==> config.mk <==
export PLATFORM = sky130hd
export DESIGN_NAME = fbd_datapath
export DESIGN_NICKNAME = d
export VERILOG_FILES = /design/src/fbd_pkg.sv /design/src/fbd_datapath.sv /design/src/fbd_slice.sv
export SDC_FILE = /design/constraint.sdc
export NUM_CORES = 2
export LEC_CHECK = 0
export ABC_AREA = 0
export ABC_CLOCK_PERIOD_IN_PS = 10800
export BUFFER_PORTS_ARGS = -buffer_cell sky130_fd_sc_hd__buf_2
export CORE_MARGIN = 8
export CORE_UTILIZATION = 40
export CTS_CLUSTER_SIZE = 14
export DETAILED_ROUTE_END_ITERATION = 10
export PLACE_DENSITY = 0.59
export SLEW_MARGIN = 20
export SYNTH_ARGS = -nofsm -noshare
export SYNTH_HDL_FRONTEND = slang
export SYNTH_SLANG_ARGS = --single-unit
==> constraint.sdc <==
create_clock -name I_CORE_CLK -period 10.8 [get_ports I_CORE_CLK]
set_input_delay 1.62 -clock I_CORE_CLK [delete_from_list [all_inputs] [get_ports I_CORE_CLK]]
set_output_delay 1.62 -clock I_CORE_CLK [all_outputs]
set_load 0.01 [all_outputs]
==> src/fbd_pkg.sv <==
// Purpose: shared constants and types of the bit-slice datapath
// Assumes: one processor clock drives every slice
// Notes: control word fields are packed into the 48-bit store slice
package fbd_pkg;

  // ==========================================================
  // sizes and start code
  localparam int SLICE_W = 4;
  localparam int RAM_WORDS = 16;
  localparam int CW_W = 48;
  localparam int UADDR_W = 11;
  localparam logic [10:0] ENTRY_UADDR = 11'h028; // octal 050
  localparam int EXP_SLICES = 2;
  localparam int SINGLE_QBIT = 36;
  localparam int DOUBLE_QBIT = 4;
  localparam int SINGLE_MLSB = 40;
  localparam int DOUBLE_MLSB = 8;

  // ==========================================================
  // control word layout
  localparam int CW_SRC = 0;
  localparam int CW_FUNC = 3;
  localparam int CW_DEST = 6;
  localparam int CW_AADR = 9;
  localparam int CW_BADR = 13;
  localparam int CW_SECT = 17;
  localparam int CW_CIN = 21;
  localparam int CW_ONE = 22;
  localparam int CW_ROT = 23;
  localparam int CW_DIV = 24;
  localparam int CW_DBL = 25;
  localparam int CW_DONE = 47;

  // ==========================================================
  // operand, function and destination codes
  typedef enum logic [2:0] {
    SRC_AQ = 3'h0, SRC_AB = 3'h1, SRC_ZQ = 3'h2, SRC_ZB = 3'h3,
    SRC_ZA = 3'h4, SRC_DA = 3'h5, SRC_DQ = 3'h6, SRC_DZ = 3'h7
  } fbd_src_type;

  typedef enum logic [2:0] {
    FN_ADD = 3'h0, FN_SUBR = 3'h1, FN_SUBS = 3'h2, FN_OR = 3'h3,
    FN_AND = 3'h4, FN_NOTRS = 3'h5, FN_EXOR = 3'h6, FN_EXNOR = 3'h7
  } fbd_func_type;

  typedef enum logic [2:0] {
    DST_QREG = 3'h0, DST_NOP = 3'h1, DST_RAMA = 3'h2, DST_RAMF = 3'h3,
    DST_RAMQD = 3'h4, DST_RAMD = 3'h5, DST_RAMQU = 3'h6, DST_RAMU = 3'h7
  } fbd_dest_type;

  typedef struct packed {
    logic [15:0][3:0] ram;
    logic [3:0] q;
  } fbd_slice_st_type;

endpackage : fbd_pkg

==> src/fbd_datapath.sv <==
// Purpose: 64-bit float datapath of sixteen slices with start latch
// Assumes: the host microsequencer shares I_CORE_CLK
// Notes: bit 0 is the low bit of byte 7, bit 63 the top of byte 0
//
// Notes on behaviour
// - function field picks one of eight ALU operations
// - R from RAM A, bus or zero; S from Q/A/B or zero
// - carry ignored in logic; adds one in arithmetic
// - arithmetic codes give add/pass/decrement/complement/subtract
// - destination routes result to Q, RAM or output
// - slices give generate, propagate, overflow and zero
// - two-level carry look-ahead over all sixty-four bits
// - working register loads, holds, shifts either way
// - rotate wraps departing bit; shift inserts new bit
// - left shift inserts zero; right inserts selectable bit
// - single divide inserts quotient at bit 36
// - double divide inserts at bit 4, crossing 35
// - multiply examines bit 40 or 8 each step
// - zero flags combined for fraction and exponent
// - signs from bit 63 and bit 7
// - entry address sets active latch enabling loads
// - this 48-bit slice joins host slice per address
// - sixteen-word RAM, write at B address
// - source codes select the eight operand pairs
`timescale 1ns/100ps
`default_nettype none
module fbd_datapath
  import fbd_pkg::*;
#(
  parameter int SLICES = 16
) (
  input wire logic I_CORE_CLK,
  input wire logic I_RESETN,
  input wire logic I_CE,
  input wire logic [10:0] I_MICROPROGRAM_ADDRESS,
  input wire logic [47:0] I_CONTROL_WORD,
  input wire logic [63:0] I_OPERAND_BUS,
  output logic [63:0] O_Y,
  output logic O_FRACTION_ZERO,
  output logic O_EXPONENT_ZERO,
  output logic O_FRACTION_SIGN,
  output logic O_EXPONENT_SIGN,
  output logic O_CARRY_OUT,
  output logic O_OVERFLOW_OUT,
  output logic O_MULT_LSB,
  output logic O_FLOAT_ACTIVE
);

  // ==========================================================
  // state
  typedef struct packed {
    logic active;
    logic exec;
    logic [47:0] cw;
    logic [63:0] y;
    logic fz;
    logic ez;
    logic fs;
    logic es;
    logic cout;
    logic overflow_out;
    logic mlsb;
  } fbd_top_st_type;

  fbd_top_st_type st, next_st;

  if (SLICES != 16) begin : g_bad_width
    $error("datapath is built for sixteen slices only");
  end

  // ==========================================================
  // decoded fields of the latched word
  fbd_src_type src;
  fbd_func_type func;
  fbd_dest_type dest;
  logic [3:0] a_addr, b_addr, sect;
  logic cin, ins_one, rot, div, dbl, entry;

  assign src = fbd_src_type'(st.cw[CW_SRC +: 3]);
  assign func = fbd_func_type'(st.cw[CW_FUNC +: 3]);
  assign dest = fbd_dest_type'(st.cw[CW_DEST +: 3]);
  assign a_addr = st.cw[CW_AADR +: 4];
  assign b_addr = st.cw[CW_BADR +: 4];
  assign sect = st.cw[CW_SECT +: 4];
  assign cin = st.cw[CW_CIN];
  assign ins_one = st.cw[CW_ONE];
  assign rot = st.cw[CW_ROT];
  assign div = st.cw[CW_DIV];
  assign dbl = st.cw[CW_DBL];

  // the host must drive the entry code first
  assign entry = (I_MICROPROGRAM_ADDRESS == ENTRY_UADDR);

  // ==========================================================
  // slice array and shift lines
  logic [63:0] f_all, y_all, q_all;
  logic [15:0] g, p, overflow_out, zero, c;
  logic [15:0] rl_in, rm_in, ql_in, qm_in;
  logic [4:0] sc;
  logic [3:0] sg, sp;

  // carries of a four-way look-ahead generator
  function automatic logic [4:0] fbd_la(
    input logic [3:0] gi,
    input logic [3:0] pi,
    input logic ci
  );
    logic [4:0] cc;
    cc = {4'h0, ci};
    for (int k = 0; k < 4; k++) begin
      cc[k + 1] = gi[k] | (pi[k] & cc[k]);
    end
    return cc;
  endfunction : fbd_la

  for (genvar s = 0; s < 4; s++) begin : g_sector
    logic [4:0] sl;
    logic [4:0] gg;
    assign gg = fbd_la(g[4*s +: 4], p[4*s +: 4], 1'b0);
    assign sg[s] = gg[4];
    assign sp[s] = &p[4*s +: 4];
    assign sl = fbd_la(g[4*s +: 4], p[4*s +: 4], sc[s]);
    assign c[4*s +: 4] = sl[3:0];
  end

  assign sc = fbd_la(sg, sp, cin);

  for (genvar i = 0; i < 16; i++) begin : g_slice
    if (i == 0) begin : g_lsb
      // left shift fills zero, rotate wraps the top bit
      assign rl_in[i] = rot & f_all[63];
      assign ql_in[i] = rot & q_all[63];
    end else if (i == DOUBLE_QBIT / 4) begin : g_dq
      assign rl_in[i] = f_all[4*i - 1];
      assign ql_in[i] = (div & dbl) ? sc[4] : q_all[4*i - 1];
    end else if (i == SINGLE_QBIT / 4) begin : g_sq
      assign rl_in[i] = f_all[4*i - 1];
      assign ql_in[i] = (div & ~dbl) ? sc[4] : q_all[4*i - 1];
    end else begin : g_mid
      assign rl_in[i] = f_all[4*i - 1];
      assign ql_in[i] = q_all[4*i - 1];
    end
    if (i == 15) begin : g_msb
      assign rm_in[i] = rot ? f_all[0] : ins_one;
      assign qm_in[i] = rot ? q_all[0] : ins_one;
    end else begin : g_low
      assign rm_in[i] = f_all[4*i + 4];
      assign qm_in[i] = q_all[4*i + 4];
    end

    fbd_slice u_slice (
      .i_clk(I_CORE_CLK),
      .i_resetn(I_RESETN),
      .i_ce(I_CE),
      .i_we(st.exec & sect[i / 4]),
      .i_src(src),
      .i_func(func),
      .i_dest(dest),
      .i_a_addr(a_addr),
      .i_b_addr(b_addr),
      .i_d(I_OPERAND_BUS[4*i +: 4]),
      .i_cin(c[i]),
      .i_ram_lsb_in(rl_in[i]),
      .i_ram_msb_in(rm_in[i]),
      .i_q_lsb_in(ql_in[i]),
      .i_q_msb_in(qm_in[i]),
      .o_f(f_all[4*i +: 4]),
      .o_y(y_all[4*i +: 4]),
      .o_q(q_all[4*i +: 4]),
      .o_g(g[i]),
      .o_p(p[i]),
      .o_ovr(overflow_out[i]),
      .o_zero(zero[i])
    );
  end

  // ==========================================================
  // start latch, control latch and status capture
  always_comb begin
    next_st = st;
    // control words load only once the entry code is seen
    if (st.active || entry) begin
      next_st.cw = I_CONTROL_WORD;
      next_st.active = ~I_CONTROL_WORD[CW_DONE];
    end
    next_st.exec = st.active | entry;
    if (st.exec && dest != DST_NOP) begin
      next_st.y = y_all;
    end
    // status follows the executed word only, so idle cycles cannot
    // overwrite it with results of stale operands
    if (st.exec) begin
      next_st.ez = &zero[EXP_SLICES - 1:0];
      next_st.fz = &zero[15:EXP_SLICES];
      next_st.es = f_all[7];
      next_st.fs = f_all[63];
      next_st.cout = sc[4];
      next_st.overflow_out = overflow_out[15];
      next_st.mlsb = dbl ? q_all[DOUBLE_MLSB] : q_all[SINGLE_MLSB];
    end
  end

  always_ff @(posedge I_CORE_CLK or negedge I_RESETN) begin
    if (!I_RESETN) begin
      st <= '0;
    end else if (I_CE) begin
      st <= next_st;
    end
  end

  assign O_Y = st.y;
  assign O_FRACTION_ZERO = st.fz;
  assign O_EXPONENT_ZERO = st.ez;
  assign O_FRACTION_SIGN = st.fs;
  assign O_EXPONENT_SIGN = st.es;
  assign O_CARRY_OUT = st.cout;
  assign O_OVERFLOW_OUT = st.overflow_out;
  assign O_MULT_LSB = st.mlsb;
  assign O_FLOAT_ACTIVE = st.active;

  logic full_run;
  assign full_run = st.exec & (sect == 4'hf) & I_CE;
endmodule : fbd_datapath
`default_nettype wire

==> src/fbd_slice.sv <==
// Purpose: one 4-bit slice: scratch ram, alu, working register
// Assumes: carry in comes from the look-ahead tree
// Notes: shift lines are wired by the parent
`timescale 1ns/100ps
`default_nettype none
module fbd_slice
  import fbd_pkg::*;
(
  input wire logic i_clk,
  input wire logic i_resetn,
  input wire logic i_ce,
  input wire logic i_we,
  input wire fbd_src_type i_src,
  input wire fbd_func_type i_func,
  input wire fbd_dest_type i_dest,
  input wire logic [3:0] i_a_addr,
  input wire logic [3:0] i_b_addr,
  input wire logic [3:0] i_d,
  input wire logic i_cin,
  input wire logic i_ram_lsb_in,
  input wire logic i_ram_msb_in,
  input wire logic i_q_lsb_in,
  input wire logic i_q_msb_in,
  output logic [3:0] o_f,
  output logic [3:0] o_y,
  output logic [3:0] o_q,
  output logic o_g,
  output logic o_p,
  output logic o_ovr,
  output logic o_zero
);
  fbd_slice_st_type st, next_st;
  logic [3:0] a, b, r, s, r2, s2, g, p;
  logic [4:0] sum;
  logic [3:0] low;

  always_comb begin
    a = st.ram[i_a_addr];
    b = st.ram[i_b_addr];
    unique case (i_src)
      SRC_AQ: begin r = a; s = st.q; end
      SRC_AB: begin r = a; s = b; end
      SRC_ZQ: begin r = 4'h0; s = st.q; end
      SRC_ZB: begin r = 4'h0; s = b; end
      SRC_ZA: begin r = 4'h0; s = a; end
      SRC_DA: begin r = i_d; s = a; end
      SRC_DQ: begin r = i_d; s = st.q; end
      SRC_DZ: begin r = i_d; s = 4'h0; end
    endcase
    r2 = (i_func == FN_SUBR) ? ~r : r;
    s2 = (i_func == FN_SUBS) ? ~s : s;
    sum = {1'b0, r2} + {1'b0, s2} + {4'h0, i_cin};
    low = {1'b0, r2[2:0]} + {1'b0, s2[2:0]} + {3'h0, i_cin};
    g = r2 & s2;
    p = r2 | s2;
    unique case (i_func)
      FN_ADD, FN_SUBR, FN_SUBS: o_f = sum[3:0];
      FN_OR: o_f = r | s;
      FN_AND: o_f = r & s;
      FN_NOTRS: o_f = ~r & s;
      FN_EXOR: o_f = r ^ s;
      FN_EXNOR: o_f = ~(r ^ s);
    endcase
    o_g = g[3] | (p[3] & g[2]) | (&p[3:2] & g[1]) | (&p[3:1] & g[0]);
    o_p = &p;
    o_ovr = sum[4] ^ low[3];
    o_zero = (o_f == 4'h0);
    o_y = (i_dest == DST_RAMA) ? a : o_f;
    o_q = st.q;
    next_st = st;
    if (i_we) begin
      unique case (i_dest)
        DST_QREG: next_st.q = o_f;
        DST_NOP: next_st.q = st.q;
        DST_RAMA, DST_RAMF: next_st.ram[i_b_addr] = o_f;
        DST_RAMQD: begin
          next_st.ram[i_b_addr] = {i_ram_msb_in, o_f[3:1]};
          next_st.q = {i_q_msb_in, st.q[3:1]};
        end
        DST_RAMD: next_st.ram[i_b_addr] = {i_ram_msb_in, o_f[3:1]};
        DST_RAMQU: begin
          next_st.ram[i_b_addr] = {o_f[2:0], i_ram_lsb_in};
          next_st.q = {st.q[2:0], i_q_lsb_in};
        end
        DST_RAMU: next_st.ram[i_b_addr] = {o_f[2:0], i_ram_lsb_in};
      endcase
    end
  end

  always_ff @(posedge i_clk or negedge i_resetn) begin
    if (!i_resetn) begin
      st <= '0;
    end else if (i_ce) begin
      st <= next_st;
    end
  end

endmodule : fbd_slice
`default_nettype wire

==> impl_summary.txt <==
----------------------------------------------------
[Status]
  Status ... completed

[Finish]
  Nets ... 7,782
  Signed area change from the synthesized netlist to the final layout ... 9.31%
  Fraction of layout cells with a size suffix above 1 ... a little under a fifth
  Commonest non-fill, non-tap cells in the layout ... 1,371 x sky130_fd_sc_hd__nand2_1, 1,174 x sky130_fd_sc_hd__dfrtp_1, 1,158 x sky130_fd_sc_hd__o21ai_0
  Number of filler cells placed in the layout ... about 18,000
  Most common library cell in the layout ignoring fill and taps ... sky130_fd_sc_hd__nand2_1

[Route]
  Number of iterations in the first detailed-routing pass ... 7
  Antenna-violating nets left ... 0
  Total wirelength of the detailed-routed design ... roughly 300,000 um
  Mean number of vias per cell ... between 6 and 7
  Drt wl/cell ... ~30 um
  Residual DRC count ... 0
  Total vias in the final route ... 62,700
  Detailed router's first-iteration violation count ... 7,333

[Clock network]
  Count of hold-fix buffers inserted at cts ... 0
  Clock tree from TritonCTS ... done
  Num Clock Sinks ... roughly 1,200
  Clock-pin slew reported for the worst setup and hold paths after clock tree synthesis ... roughly 0.06 ns
  CTS buffer count ... approximately 130
  Root cell of the clock tree ... sky130_fd_sc_hd__clkbuf_16
  Number of gates resized after CTS ... 0
  Max Root-Sink Buffers ... 3
  Clock latency reported for the late side of the worst-skew pair ... about 0.82 ns
  Count of H-tree levels built during CTS ... 4
  Setup Buffers After CTS ... 0

[STA]
  Worst-Margin Slew ... about 1.2 ns
  Total count of hold-check failures in the final report ... 0
  Worst hold-check slack ... 0.475 ns
  Setup total negative slack ... 0 ns
  Worst clock skew ... roughly 0.038 ns
  Count of final setup violators ... 0
  Final critical-path required period ... around 9.3 ns
  Relative slew margins ... 17.9%
  Final clock period utilization by the worst path ... roughly 86%
  Maximum achievable frequency ... roughly 110 MHz
  Unrepaired setup endpoints after global routing ... false
  Worst Setup Slack, final ... about 1.5 ns
  Final number of max-transition violations ... 0

[Setup path]
  Critical-path top delay cell ... sky130_fd_sc_hd__dfrtp_4
  Cell family with most CP delay ... compound AO/OA/AOI/OAI gates
  Largest fanout of any net on the critical path ... 38
  Data arrival at the endpoint of the critical path ... about 9.9 ns
  Worst Setup Start Kind ... flop
  Required time reported for the critical path endpoint ... 11.43 ns
  Combined buffer and inverter count along the critical path ... 5
  Maximum cell stage delay along the critical path ... ~0.95 ns
  Class of the most critical setup path ... reg -> reg
  Most common cell type on the critical path ... sky130_fd_sc_hd__inv_1
  Capturing element type of the critical path ... flop

[Place]
  Detailed Place HPWL ... about 200,000 um
  Count of buffers from port buffering ... ~180
  Global placement routability congestion ... around 1.0
  Worst setup slack before clock tree synthesis ... between 1 and 1.5 ns

[Synthesis]
  Flip-flop and latch count after synthesis ... ~1,200
  Number of distinct library cells after synthesis ... around 110
  Synthesized area per cell ... approximately 10 sq um
  Mapped Nets ... ~8,000
  Register area share after synthesis ... around two fifths
  Number of warnings reported in the yosys synthesis log ... 0
  Share of flip-flops with an asynchronous set or reset ... between 90% and 100%
  Post-synth EDFFs ... 0
  Dominant register cell in the synthesized netlist ... sky130_fd_sc_hd__dfrtp_1
  Area of the mapped netlist ... about 76,000 sq um
  Instance count of the mapped netlist ... 7,615

[Global route]
  Vias in the first global route ... 61,000
  Initial antenna violation count ... 26
  First-pass GRT wire length ... 437,000 um
  Total Routing Usage GR ... between 20% and 30%
  Maximum number of pins on one net before global-route repair ... roughly 170
  Grt total ovfl ... 0

[Floorplanning]
  Height of the die ... 452 um
  Initial Util ... 40.1%
  Die boundary width ... 452 um
  Full die area ... a little over 200,000 sq um
  Placeable core area ... between 150,000 and 200,000 sq um
  Number of I/O pins ... 198
  # rows ... 160

[Job]
  Maximum capacitance violations ... 0

[Hold path]
  Path class of the lowest-slack min-delay path ... reg -> reg

----------------------------------------------------
==> cells in the mapped netlist, drive strengths merged, types with 46 or more instances <==
| cell | n | area, sq um |
|---|---|---|
| nand2 | 1399 | 5250 |
| o21ai | 1277 | 6390 |
| dfrtp | 1187 | 29700 |
| mux4 | 501 | 11400 |
| clkbuf | 367 | 1430 |
| nor2 | 348 | 1320 |
| a21oi | 336 | 1810 |
| buf | 330 | 2400 |
| mux2i | 276 | 2770 |
| inv | 257 | 965 |
| ha | 192 | 2400 |
| xor2 | 158 | 1380 |
| mux2 | 136 | 1530 |
| xnor2 | 122 | 1070 |
| a22oi | 101 | 802 |
| o22ai | 60 | 375 |
| nor3 | 46 | 230 |
==> routing by layer <==
layer / track usage, % / vias up / part of all wire, %
met2: 43.2 / 3573 / 43
li1: - / 26800 / -
met4: 20.3 / 26 / 8.5
met5: 0 / - / 0.068
met3: 9.14 / 1110 / 11
met1: 35.7 / 31200 / 37
==> tightest hold or removal path, stage by stage, from the launching register on <==
cell	delay (ns)
sky130_fd_sc_hd__dfrtp_1	0.33
sky130_fd_sc_hd__nand2_1	0.04
sky130_fd_sc_hd__o21ai_0	0.06
==> cells by family after synthesis <==
| kind of cell | Yosys count | synth area share, % |
|---|---|---|
| compound gates | 2101 | 16.3 |
| simple gates | 1948 | 10.3 |
| flops | 1187 | 39.1 |
| buf+inv | 962 | 6.41 |
| mux | 913 | 20.7 |
| xor+xnor | 280 | 3.23 |
| fa+ha+maj | 224 | 4.01 |
==> stage by stage <==
stage / cells / util (%) / instance area [sq um]
floorplan: 7615 / - / 75900
global placement: 9807 / 41.2 / 78100
detailed placement: 9807 / 41.2 / 78100
CTS: 10100 / 43.8 / 82900
global route: 10100 / 43.8 / 82900
finish: 10100 / 43.8 / 83000
==> final timing paths <==
check                          start         to  slack [ns]  depth (start not counted)
hold / removal               O_Y[46]    O_Y[46]        0.48                          2
setup / recovery           a_addr[0]       flop        1.51                         30
hold reg to reg              O_Y[46]    O_Y[46]        0.48                          2
min in group asynchronous   I_RESETN    O_Y[20]        0.82                          1
max in group asynchronous   I_RESETN  a_addr[2]        7.48                          3
setup reg to reg           a_addr[0]       flop        1.51                         30
==> final cells by class <==
type / count / area, sq um / area share [%]
inverters: 258 / 970 / 1.17
clock inverters: 57 / 847 / 1.02
multi-input cells: 5466 / 41600 / 50.2
clock buffers: 187 / 3960 / 4.77
repair buffers: 386 / 2640 / 3.18
diodes: 12 / 30.0 / 0.0362
flip-flops and latches: 1187 / 29700 / 35.9
well taps: 2511 / 3140 / 3.79
Power is not shown: default switching activity piles up to over one toggle a cycle in this logic, so the estimate is an artifact.
